===== src/core/mtl_pkg.sv =====
// shared constants and carriers for the multifunction terminal logic
package mtl_pkg;
	localparam int CLK_HZ = 40_000_000;
	localparam int PULSE_MAX_HZ = 250;
	localparam int DEBOUNCE_US = 1000;
	localparam int DEBOUNCE_CYCLES = (CLK_HZ / 1_000_000) * DEBOUNCE_US;
	localparam int TICK_MS = 100;
	localparam int TICK_CYCLES = (CLK_HZ / 1000) * TICK_MS;
	localparam int DEB_W = 16;
	localparam int TICK_W = 23;
	localparam int VAL_W = 16;
	localparam int POS_W = 8;

	localparam logic [4:0] FN_COAST = 5'h11;
	localparam logic [4:0] FN_FAULT_RESET = 5'h12;
	localparam logic [4:0] FN_PID = 5'h13;
	localparam logic [4:0] FN_PLC = 5'h14;
	localparam logic [4:0] FN_TIMER1 = 5'h15;
	localparam logic [4:0] FN_TIMER2 = 5'h16;
	localparam logic [4:0] FN_COUNT = 5'h17;
	localparam logic [4:0] FN_COUNT_RST = 5'h18;
	localparam logic [4:0] FN_PLC_CLEAR = 5'h19;
	localparam logic [4:0] FN_WINDING = 5'h1A;

	localparam logic [5:0] OC_OFF = 6'h00;
	localparam logic [5:0] OC_RUNNING = 6'h01;
	localparam logic [5:0] OC_FREQ_REACHED = 6'h02;
	localparam logic [5:0] OC_FAULT = 6'h03;
	localparam logic [5:0] OC_ZERO_SPEED = 6'h04;
	localparam logic [5:0] OC_FREQ1 = 6'h05;
	localparam logic [5:0] OC_FREQ2 = 6'h06;
	localparam logic [5:0] OC_ACCEL = 6'h07;
	localparam logic [5:0] OC_DECEL = 6'h08;
	localparam logic [5:0] OC_UNDER_VOLT = 6'h09;
	localparam logic [5:0] OC_TIMER1 = 6'h0A;
	localparam logic [5:0] OC_TIMER2 = 6'h0B;
	localparam logic [5:0] OC_STAGE_DONE = 6'h0C;
	localparam logic [5:0] OC_PROG_DONE = 6'h0D;
	localparam logic [5:0] OC_PID_HIGH = 6'h0E;
	localparam logic [5:0] OC_PID_LOW = 6'h0F;
	localparam logic [5:0] OC_LOOP_OPEN = 6'h10;
	localparam logic [5:0] OC_OVERLOAD = 6'h11;
	localparam logic [5:0] OC_OVER_TORQUE = 6'h12;
	localparam logic [5:0] OC_WIND_DONE = 6'h1A;
	localparam logic [5:0] OC_COUNT_FINAL = 6'h1B;
	localparam logic [5:0] OC_COUNT_MID = 6'h1C;
	localparam logic [5:0] OC_MAX = 6'h20;
	localparam logic [5:0] OUT_A_DEFAULT = 6'h01;
	localparam logic [5:0] OUT_B_DEFAULT = 6'h02;
	localparam logic [5:0] RELAY_DEFAULT = 6'h03;

	localparam logic [2:0] MON_FREQ = 3'h0;
	localparam logic [2:0] MON_CURRENT = 3'h1;
	localparam logic [2:0] MON_DC = 3'h2;
	localparam logic [2:0] MON_AC = 3'h3;
	localparam logic [15:0] DC_SPAN_V = 16'h03E8;
	localparam logic [15:0] AC_SPAN_V = 16'h01FE;
	localparam logic [1:0] PID_MODE_TERMINAL = 2'h2;

	typedef enum logic [1:0] {
		W_IDLE = 2'b00,
		W_RUN = 2'b01,
		W_DONE = 2'b11
	} mtl_wind_t;

	typedef struct packed {
		logic running;
		logic freq_reached;
		logic fault;
		logic freq1_reached;
		logic freq2_reached;
		logic accel;
		logic decel;
		logic pid_high;
		logic pid_low;
		logic loop_open;
		logic overload;
		logic over_torque;
		logic winding_done;
		logic stage_done;
		logic program_done;
	} mtl_drive_t;

	typedef struct packed {
		logic [15:0] out_freq;
		logic [15:0] out_current;
		logic [15:0] dc_volt;
		logic [15:0] ac_volt;
	} mtl_meas_t;

	typedef struct packed {
		logic sync1;
		logic sync2;
		logic stable;
		logic rise;
		logic [DEB_W-1:0] cnt;
	} mtl_filt_t;
endpackage : mtl_pkg


===== src/core/mtl_pulse_filter.sv =====
// synchroniser, debouncer and rising-edge detector for the count input
`timescale 1ns/1ps
module mtl_pulse_filter import mtl_pkg::*; #(
	parameter int DEB_CYCLES = DEBOUNCE_CYCLES
) (
	input wire logic clock,
	input wire logic nrst,
	input wire logic raw,
	output logic rise
);
	mtl_filt_t s;
	mtl_filt_t next_s;

	always_comb begin
		next_s = s;
		next_s.sync1 = raw;
		next_s.sync2 = s.sync1;
		next_s.rise = 1'b0;
		// debounce must stay well under half the shortest legal pulse period
		if (s.sync2 == s.stable) begin
			next_s.cnt = '0;
		end else if (s.cnt >= DEB_W'(DEB_CYCLES - 1)) begin
			next_s.cnt = '0;
			next_s.stable = s.sync2;
			next_s.rise = s.sync2;
		end else begin
			next_s.cnt = s.cnt + 1'b1;
		end
	end

	always_ff @(posedge clock or negedge nrst) begin
		if (!nrst) begin
			s <= '0;
		end else begin
			s <= next_s;
		end
	end

	assign rise = s.rise;
endmodule : mtl_pulse_filter


===== src/core/mtl_terminals.sv =====
// multifunction input decode, status output select and monitor select
`timescale 1ns/1ps
// Contract
// - coast-stop terminal removes drive output
// - fault-reset terminal acts as keypad reset
// - PID enable; mode 2 disables when open
// - PLC terminal closed starts PLC sequence
// - timer terminals start timers 1 and 2
// - pulse input counts; source keeps 250 Hz
// - counter reset terminal clears event count
// - PLC position retained; memory clear restarts
// - winding start; hold final frequency on completion
// - winding complete asserts, clears on stop
// - three outputs select 0-32, 0 inactive
// - code 1 running, code 3 fault
// - codes 2, 5, 6 frequency reached
// - code 4 below start-up frequency
// - code 7 accelerating, code 8 decelerating
// - code 9 under-voltage with alarm
// - codes 10, 11 timer reached, clear on release
// - codes 12, 13 stage and program pulses
// - codes 14, 15 PID upper and lower
// - code 16 loop open alarm; 17, 18
// - codes 27 final, 28 intermediate count
// - monitors select frequency, current, DC, AC
// - final count reached restarts count at zero
module mtl_terminals import mtl_pkg::*; #(
	parameter int N_TERM = 6,
	parameter int TICK = TICK_CYCLES,
	parameter int DEB_CYCLES = DEBOUNCE_CYCLES
) (
	input wire logic clock,
	input wire logic nrst,
	input wire logic [N_TERM-1:0] term_in,
	input wire logic [N_TERM-1:0][4:0] term_func,
	input wire mtl_drive_t drive,
	input wire mtl_meas_t meas,
	input wire logic [15:0] start_freq,
	input wire logic [15:0] uv_threshold,
	input wire logic [1:0] pid_mode_setting,
	input wire logic [15:0] timer1_set,
	input wire logic [15:0] timer2_set,
	input wire logic [15:0] final_count_setting,
	input wire logic [15:0] intermediate_count_setting,
	input wire logic [5:0] digital_output_a_select,
	input wire logic [5:0] digital_output_b_select,
	input wire logic [5:0] relay_output_select,
	input wire logic [2:0] voltage_monitor_select,
	input wire logic [2:0] current_monitor_select,
	output logic coast_stop,
	output logic fault_reset,
	output logic pid_enable,
	output logic plc_run,
	output logic [POS_W-1:0] plc_position,
	output logic winding_run,
	output logic winding_hold,
	output logic uv_alarm,
	output logic loop_alarm,
	output logic [VAL_W-1:0] event_count,
	output logic digital_output_a,
	output logic second_digital_output,
	output logic relay_contact_set,
	output logic [15:0] voltage_monitor_output,
	output logic [15:0] current_monitor_output
);
	typedef struct packed {
		logic coast;
		logic freset;
		logic pid;
		logic plc;
		logic [POS_W-1:0] pos;
		logic stage_pulse;
		logic prog_pulse;
		mtl_wind_t wind;
		logic wind_run;
		logic wind_done;
		logic uv;
		logic loop;
		logic [TICK_W-1:0] div;
		logic [VAL_W-1:0] t1;
		logic [VAL_W-1:0] t2;
		logic t1_hit;
		logic t2_hit;
		logic [VAL_W-1:0] cnt;
		logic cnt_hit;
		logic mid_hit;
		logic out_a;
		logic out_b;
		logic out_r;
		logic [15:0] mon_v;
		logic [15:0] mon_c;
	} mtl_core_t;

	mtl_core_t s;
	mtl_core_t next_s;
	logic [26:17] fn;
	logic count_edge;
	logic tick;
	logic [32:0] vec;

	function automatic logic fn_on(input logic [N_TERM-1:0] lvl,
		input logic [N_TERM-1:0][4:0] cfg, input logic [4:0] code);
		logic hit;
		hit = 1'b0;
		for (int i = 0; i < N_TERM; i++) begin
			hit = hit | (lvl[i] & (cfg[i] == code));
		end
		return hit;
	endfunction : fn_on

	// out-of-range codes fall back to the terminal's default
	function automatic logic pick(input logic [5:0] sel,
		input logic [5:0] dflt, input logic [32:0] v);
		logic [5:0] code;
		code = (sel > OC_MAX) ? dflt : sel;
		return (code == OC_OFF) ? 1'b0 : v[code];
	endfunction : pick

	function automatic logic [15:0] mon_val(input logic [2:0] sel,
		input mtl_meas_t m);
		logic [15:0] v;
		v = 16'h0000;
		case (sel)
			MON_FREQ: v = m.out_freq;
			MON_CURRENT: v = m.out_current;
			MON_DC: v = (m.dc_volt > DC_SPAN_V) ? DC_SPAN_V : m.dc_volt;
			MON_AC: v = (m.ac_volt > AC_SPAN_V) ? AC_SPAN_V : m.ac_volt;
			default: v = 16'h0000;
		endcase
		return v;
	endfunction : mon_val

	always_comb begin
		for (int c = 17; c <= 26; c++) begin
			fn[c] = fn_on(term_in, term_func, 5'(c));
		end
	end

	mtl_pulse_filter #(
		.DEB_CYCLES(DEB_CYCLES)
	) u_count_filter (
		.clock(clock),
		.nrst(nrst),
		.raw(fn[FN_COUNT]),
		.rise(count_edge)
	);

	assign tick = (s.div == TICK_W'(TICK - 1));

	always_comb begin
		vec = '0;
		vec[OC_RUNNING] = drive.running;
		vec[OC_FREQ_REACHED] = drive.freq_reached;
		vec[OC_FAULT] = drive.fault;
		vec[OC_ZERO_SPEED] = meas.out_freq < start_freq;
		vec[OC_FREQ1] = drive.freq1_reached;
		vec[OC_FREQ2] = drive.freq2_reached;
		vec[OC_ACCEL] = drive.accel;
		vec[OC_DECEL] = drive.decel;
		vec[OC_UNDER_VOLT] = s.uv;
		vec[OC_TIMER1] = s.t1_hit;
		vec[OC_TIMER2] = s.t2_hit;
		vec[OC_STAGE_DONE] = s.stage_pulse;
		vec[OC_PROG_DONE] = s.prog_pulse;
		vec[OC_PID_HIGH] = drive.pid_high;
		vec[OC_PID_LOW] = drive.pid_low;
		vec[OC_LOOP_OPEN] = s.loop;
		vec[OC_OVERLOAD] = drive.overload;
		vec[OC_OVER_TORQUE] = drive.over_torque;
		vec[OC_WIND_DONE] = s.wind_done;
		vec[OC_COUNT_FINAL] = s.cnt_hit;
		vec[OC_COUNT_MID] = s.mid_hit;
	end

	always_comb begin
		next_s = s;
		next_s.coast = fn[FN_COAST];
		next_s.freset = fn[FN_FAULT_RESET];
		// terminal mode follows the contact; mode 0 turns PID off, modes 1 and 3 leave it on
		if (pid_mode_setting == PID_MODE_TERMINAL) begin
			next_s.pid = fn[FN_PID];
		end else begin
			next_s.pid = pid_mode_setting != 2'h0;
		end
		next_s.plc = fn[FN_PLC];
		next_s.stage_pulse = s.plc & drive.stage_done;
		next_s.prog_pulse = s.plc & drive.program_done;
		// position survives fault and stop; only clear or finish resets it
		if (fn[FN_PLC_CLEAR] || (s.plc && drive.program_done)) begin
			next_s.pos = '0;
		end else if (s.plc && drive.stage_done) begin
			next_s.pos = s.pos + 1'b1;
		end
		next_s.uv = meas.dc_volt < uv_threshold;
		next_s.loop = drive.loop_open;
		next_s.div = tick ? '0 : s.div + 1'b1;

		// timers run in ticks; releasing the start input clears all
		if (!fn[FN_TIMER1]) begin
			next_s.t1 = '0;
			next_s.t1_hit = 1'b0;
		end else begin
			next_s.t1_hit = s.t1 >= timer1_set;
			if (tick && !next_s.t1_hit) begin
				next_s.t1 = s.t1 + 1'b1;
			end
		end
		if (!fn[FN_TIMER2]) begin
			next_s.t2 = '0;
			next_s.t2_hit = 1'b0;
		end else begin
			next_s.t2_hit = s.t2 >= timer2_set;
			if (tick && !next_s.t2_hit) begin
				next_s.t2 = s.t2 + 1'b1;
			end
		end

		// a fresh final-count edge wins over a same-cycle reset
		if (fn[FN_COUNT_RST]) begin
			next_s.cnt = '0;
			next_s.cnt_hit = 1'b0;
		end else if (count_edge) begin
			next_s.cnt_hit = 1'b0;
			if (s.cnt + 1'b1 >= final_count_setting) begin
				next_s.cnt = '0;
			end else begin
				next_s.cnt = s.cnt + 1'b1;
			end
		end
		if (count_edge && (s.cnt + 1'b1 >= final_count_setting)) begin
			next_s.cnt_hit = 1'b1;
		end
		next_s.mid_hit = (next_s.cnt >= intermediate_count_setting) &&
			(intermediate_count_setting != 16'h0000);

		next_s.wind_run = 1'b0;
		next_s.wind_done = 1'b0;
		case (s.wind)
			W_IDLE: begin
				if (fn[FN_WINDING] && drive.running) begin
					next_s.wind = W_RUN;
					next_s.wind_run = 1'b1;
				end
			end
			W_RUN: begin
				if (drive.winding_done) begin
					next_s.wind = W_DONE;
					next_s.wind_done = 1'b1;
				end else if (!drive.running) begin
					next_s.wind = W_IDLE;
				end else begin
					next_s.wind_run = 1'b1;
				end
			end
			W_DONE: begin
				if (!drive.running && !drive.winding_done) begin
					next_s.wind = W_IDLE;
				end else begin
					next_s.wind_done = 1'b1;
				end
			end
			default: next_s.wind = W_IDLE;
		endcase

		next_s.out_a = pick(digital_output_a_select, OUT_A_DEFAULT, vec);
		next_s.out_b = pick(digital_output_b_select, OUT_B_DEFAULT, vec);
		next_s.out_r = pick(relay_output_select, RELAY_DEFAULT, vec);
		next_s.mon_v = mon_val(voltage_monitor_select, meas);
		next_s.mon_c = mon_val(current_monitor_select, meas);
	end

	always_ff @(posedge clock or negedge nrst) begin
		if (!nrst) begin
			s <= '0;
		end else begin
			s <= next_s;
		end
	end

	assign coast_stop = s.coast;
	assign fault_reset = s.freset;
	assign pid_enable = s.pid;
	assign plc_run = s.plc;
	assign plc_position = s.pos;
	assign winding_run = s.wind_run;
	assign winding_hold = s.wind_done;
	assign uv_alarm = s.uv;
	assign loop_alarm = s.loop;
	assign event_count = s.cnt;
	assign digital_output_a = s.out_a;
	assign second_digital_output = s.out_b;
	assign relay_contact_set = s.out_r;
	assign voltage_monitor_output = s.mon_v;
	assign current_monitor_output = s.mon_c;
endmodule : mtl_terminals


===== config.mk =====
export PLATFORM = sky130hd
export DESIGN_NAME = mtl_terminals
export DESIGN_NICKNAME = d
export VERILOG_FILES = /design/src/core/mtl_pkg.sv /design/src/core/mtl_pulse_filter.sv /design/src/core/mtl_terminals.sv
export SDC_FILE = /design/constraint.sdc
export NUM_CORES = 1
export LEC_CHECK = 0
export BUFFER_PORTS_ARGS = -buffer_cell sky130_fd_sc_hd__buf_2
export CAP_MARGIN = 0
export CELL_PAD_IN_SITES_DETAIL_PLACEMENT = 0
export CELL_PAD_IN_SITES_GLOBAL_PLACEMENT = 1
export CORE_ASPECT_RATIO = 1.5
export CORE_UTILIZATION = 43
export DETAILED_ROUTE_END_ITERATION = 8
export GPL_TIMING_DRIVEN = 0
export PLACE_DENSITY_LB_ADDON = 0.1
export SLEW_MARGIN = 20
export SYNTH_ARGS = -nofsm -noshare
export SYNTH_HDL_FRONTEND = slang
export SYNTH_SLANG_ARGS = --single-unit

===== constraint.sdc =====
create_clock -name clock -period 7.6 [get_ports clock]
set_input_delay 0.76 -clock clock [delete_from_list [all_inputs] [get_ports clock]]
set_output_delay 0.76 -clock clock [all_outputs]
set_load 0.05 [all_outputs]

## Word-level counts from Yosys, hierarchy flattened

Index checks and enable logic that the tools add are counted.

- Bits in registers: 150
- Output and inout bits: 67
- Logic and storage cells: 310

- Add/sub/neg operators: 6
- Order comparisons: 15
- Equal/unequal tests: 76
- Muxes and demuxes: 45
- Bitwise gates (word level): 113
- Reduce and logical (&&, ||, !) cells: 25

Operators with widths:

| kind | number |
|---|---|
| $eq 5x5->1 const B | 60 |
| $mux 16 | 9 |
| $pmux 16 s4 | 2 |
| $add 16x1->16 const B | 4 |
| $ge 16x16->1 | 4 |
| $and 1x1->1 | 62 |
| $or 1x1->1 | 50 |
| $mux 17 | 2 |
| $lt 16x16->1 | 2 |
| $add 23x1->23 const B | 1 |
| $eq 23x22->1 const B | 1 |
| $mux 23 | 1 |
| $lt 6x7->1 const B | 3 |
| $bmux 1 s6 | 3 |
| $gt 6x6->1 const B | 3 |
| $logic_not 6->1 | 3 |
| $mux 6 | 3 |
| $ge 16x16->1 const B | 1 |
| $gt 16x10->1 const B | 1 |
| $gt 16x9->1 const B | 1 |
| $mux 1 | 16 |
| $mux 8 | 2 |
| $reduce_bool 16->1 | 1 |
| $eq 3x2->1 const B | 4 |
| other kinds (22) | 41 |

## Depth between registers and ports, before layout

- Word-level depth: 10
- Mapped depth: 20
- Depth with buffers taken out: 19

## Cells and area by module

A second synthesis with hierarchy kept.

- Cells, all modules: 1365
- Area total of the unflattened synthesis: 11606.1 um^2

Modules (own cells, without submodules):

| module | times used | cells an instance | area each (um^2) |
|---|---|---|---|
| mtl_terminals | 1 | 1279 | 10647.7 |
| mtl_pulse_filter | 1 | 86 | 958.4 |

## Least setup slack after synthesis

Ideal clock, no wire load.

- Kind: register to register
- Start point: reg s, in the netlist event_count[0]
- End point: reg s[35] (netlist name)
- Setup time: 0.132 ns
- Data arrival time: 4.520 ns
- Data required time: 7.468 ns
- Slack: 2.948 ns
- Cell stages (with the launch flop): 19
- Period minus slack after synthesis: 4.652 ns
- Cells stage by stage: dfrtp_1 > ha_1 > nand3_1 > nor4_1 > and3_1 > nand3_1 > xnor2_1 > ha_1 > a21oi_1 > nand2_1 > a221oi_1 > clkbuf_1 > a21boi_1 > nor3_1 > ha_1 > a2111o_1 > a221oi_1 > a21boi_0 > o211ai_1

RTL lines:

| what | line | RTL |
|---|---|---|
| start, declared | mtl_terminals.sv:94 | `mtl_core_t s;` |
| start signal, assigned | mtl_terminals.sv:276 | `s <= next_s;` |

==> results.md <==
* Status: completed
* Hold Crit Class: in2async
* CTS root buf: clkbuf_16
* End of the critical path: s[35]$_DFF_PN0_
* Drt first pass iters at 5
* Peak supply drop at 0.000150 V
* Total CTS buffers at 17
* Top cell by count, worst path: ha_1
* # hold bufs at CTS at 0
* Worst path arrival time at 6.15 ns
* Least-Margin Pin Slew at 0.981 ns
* Final Slew Violations at 0
* Critical Path End Type: flop
* Slowest-stage cell, CP: a221oi_1
* Final Setup Violations at 0
* Leak Pwr at 0.00723 uW
* Ys Warns at 0
* RePlAce Congestion at 0.888
* Detail Route met3 WL at 1920 um
* Vias per inst at 5.45
* First-pass GRT wire length at 55800 um
* Register bit total from synthesis at 150
* Count leader, synth: dfrtp_1
* Max Used Layer: met5
* Kind of critical path: reg2reg
* Fill count at 2715
* Core Area at 0.0272 mm2
* Final Cycle Share at 0.769
* Final Hold Fails at 0
* Final nets at 2039
* CTS clk-pin slew, worst paths at 0.07 ns
* Post-route ant nets at 0
* R2R cell count at 17
* Achievable frequency at 0.171 GHz
* Post-route minimum period at 5.85 ns
* Layout area overhead at 21.2%
* Worst r2r src: event_count[0]$_DFF_PN0_
* Initial antenna violation count at 9
* Post-CTS sizing at 0
* Ys flop type: dfrtp_1
* Slew headroom at 0.340
* Syn nets at 1726
* CP startpoint: event_count[0]$_DFF_PN0_
* Layout cells sized above 1 at 0.241
* GRT Resource Usage Total at 0.259
* Clk Latency, worst-skew pair at 0.44 ns
* Post-synth EDFFs at 0
* Met2 WL at 19300 um
* Routed length on met1 at 13100 um
* Initial core utilization at 0.436
* Cells after synthesis at 1387
* DRC violations left at 0
* Max stage delay on crit path at 0.68 ns
* Synthesized area per cell at 8.56 um2
* Initial drt markers at 440
* Max_cap viols at 0
* R2R Path End: s[35]$_DFF_PN0_
* Worst Skew at 0.0111 ns
* TNS Setup at 0 ns
* Hold Slack at 0.261 ns
* DIE AREA at 0.0283 mm2
* Die Span Y at 206 um
* Req. time, crit path at 7.90 ns
* Maximum clock insertion buffer count at 2
* R2r setup slk at 1.75 ns
* Post-Syn Area at 0.0119 mm2
* Register area share after synthesis at 0.316
* Port bufs at 293
* Crit Path Max Fanout at 10
* Most instantiated cells after synthesis: 150 x dfrtp_1, 113 x inv_1, 113 x nand2_1
* CP Launch Type: flop
* IO Pins at 306
* Vias in the first global route at 11054
* Post-DP HPWL at 28900 um
* Synth cell types at 72
* Post-synth top area cell: dfrtp_1
* Global route total overflow at 0
* H-tree depth at 4
* Pwr Density at 148 mW/mm2
* Largest net degree at the start of global routing at 95
* CP cell instances: ha_1 -> nand3_1 -> nor4_1 -> and3_1 -> nand3_1 -> xnor2_1 -> ha_1 -> and4_1 -> a221oi_1 -> clkbuf_1 -> a21boi_1 -> nor3_1 -> ha_1 -> a2111o_1 -> a221oi_1 -> a21boi_0 -> o211ai_1
* RSZ-0062 raised after global routing: no
* Synth async-reset ratio at 1.00
* Avg WL per Cell at 17.4 um
* Routed Wire Length at 35800 um
* CTS tree: built
* FP Rows at 74
* Share of the synthesized area in the top cell type at 0.316
* Top post-synthesis cells by area: dfrtp_1 32%, ha_1 11%, mux2i_1 4.4%, buf_4 3.6%, inv_1 3.6%
* Die width at 138 um
* Post-CTS Setup Bufs at 0
* DR vias at 11226
* CTS Sinks at 150
==> metal layers <==
layer / global-route usage / vias to the layer above
li1: - / 5566
met5: 0 / -
met2: 0.485 / 303
met4: 0.135 / 12
met3: 0.0609 / 99
met1: 0.260 / 5246
==> per-stage QoR <==
| stage | total power, uW | util | setup slack (ns) | std cells | cell area (um2) |
|---|---|---|---|---|---|
| 6_report | 2130 | 0.529 | 1.75 | 2061 | 14400 |
| 5_1_grt | 2240 | 0.528 | 1.27 | 2058 | 14400 |
| 4_1_cts | 2150 | 0.528 | 1.71 | 2055 | 14400 |
| 3_5_place_dp | 1330 | 0.508 | 1.75 | 2023 | 13800 |
| 3_3_place_gp | 1320 | 0.506 | 1.73 | 2022 | 13800 |
| 2_1_floorplan | 1140 | - | 2.95 | 1387 | 11900 |
==> flip-flops by register name, summed over array words and instances (netlist names) <==
signal,cells
s,63
uv_alarm,1
coast_stop,1
u_count_filter.rise,1
event_count,16
winding_hold,1
second_digital_output,1
winding_run,1
plc_position,8
current_monitor_output,16
loop_alarm,1
u_count_filter.s,18
fault_reset,1
plc_run,1
digital_output_a,1
u_count_filter.next_s,1
pid_enable,1
relay_contact_set,1
voltage_monitor_output,16
==> layout make-up <==
cell class	count	area, um2	share of cell area
repair buffers	294	1500	0.105
diodes	6	15.0	0.00104
well taps	342	428	0.0297
flip-flops and latches	150	3750	0.261
clock inverters	13	114	0.00791
multi-input cells	1018	7080	0.492
clock buffers	19	443	0.0308
inverters	113	424	0.0295
plain buffers	106	629	0.0437
==> where the power goes <==
part | internal [uW] | switching [uW]
clock network | 437 | 378
registers | 823 | 21.6
logic | 180 | 291
total | 1440 | 690
==> how the worst min path moves through the flow <==
stage / end / from / slack (ns) / depth (start not counted)
2_1_floorplan: u_count_filter.s[18]$_DFF_PN0_ / u_count_filter.next_s[18]$_DFF_PN0_ / 0.33 / 0
3_3_place_gp: u_count_filter.s[18]$_DFF_PN0_ / u_count_filter.next_s[18]$_DFF_PN0_ / 0.33 / 0
3_5_place_dp: u_count_filter.s[18]$_DFF_PN0_ / u_count_filter.next_s[18]$_DFF_PN0_ / 0.34 / 0
4_1_cts: event_count[4]$_DFF_PN0_ / nrst / 0.26 / 1
5_1_grt: digital_output_a$_DFF_PN0_ / nrst / 0.28 / 1
6_report: event_count[4]$_DFF_PN0_ / nrst / 0.26 / 1
==> worst max-delay path, delay by kind of cell (launching register included) <==
family / cells / cell delay [ns]
buffers and inverters: 1 / 0.43
XOR/XNOR: 1 / 0.15
AO/OA/AOI/OAI: 6 / 2.01
AND/OR/NAND/NOR: 6 / 1.84
adder cells (fa/ha/maj): 3 / 0.86
flip-flops: 1 / 0.44
==> cell families (layout without fill, tap and decap cells) <==
logic type,after synthesis,after routing,share of synthesized area
flip-flops,150,150,0.316
XOR/XNOR,64,64,0.0472
AND/OR/NAND/NOR,521,521,0.230
other,0,6,0
adder cells (fa/ha/maj),101,101,0.106
AO/OA/AOI/OAI,264,264,0.152
multiplexers,68,68,0.0600
buffers and inverters,219,545,0.0887
==> placed cells by master (no fill, tap or decap), types with 7 or more instances in the layout <==
cell / count
buf_2: 294
dfrtp_1: 150
inv_1: 113
nand2_1: 113
ha_1: 100
nor2_1: 99
buf_4: 57
nand2b_1: 55
mux2i_1: 52
a21oi_1: 52
o21ai_0: 50
nand3_1: 46
clkbuf_1: 40
xor2_1: 39
nor4_1: 33
a211oi_1: 33
nand4_1: 32
nor3_1: 30
nor2b_1: 27
xnor2_1: 25
and3_1: 25
clkbuf_16: 17
o211ai_1: 16
mux2_2: 15
o22ai_1: 13
or4_1: 11
a21o_1: 11
o22a_1: 11
and2_1: 10
nand4b_1: 9
a31oi_1: 9
o41ai_1: 9
o31ai_1: 7
Power figures use the tool's default switching activity.
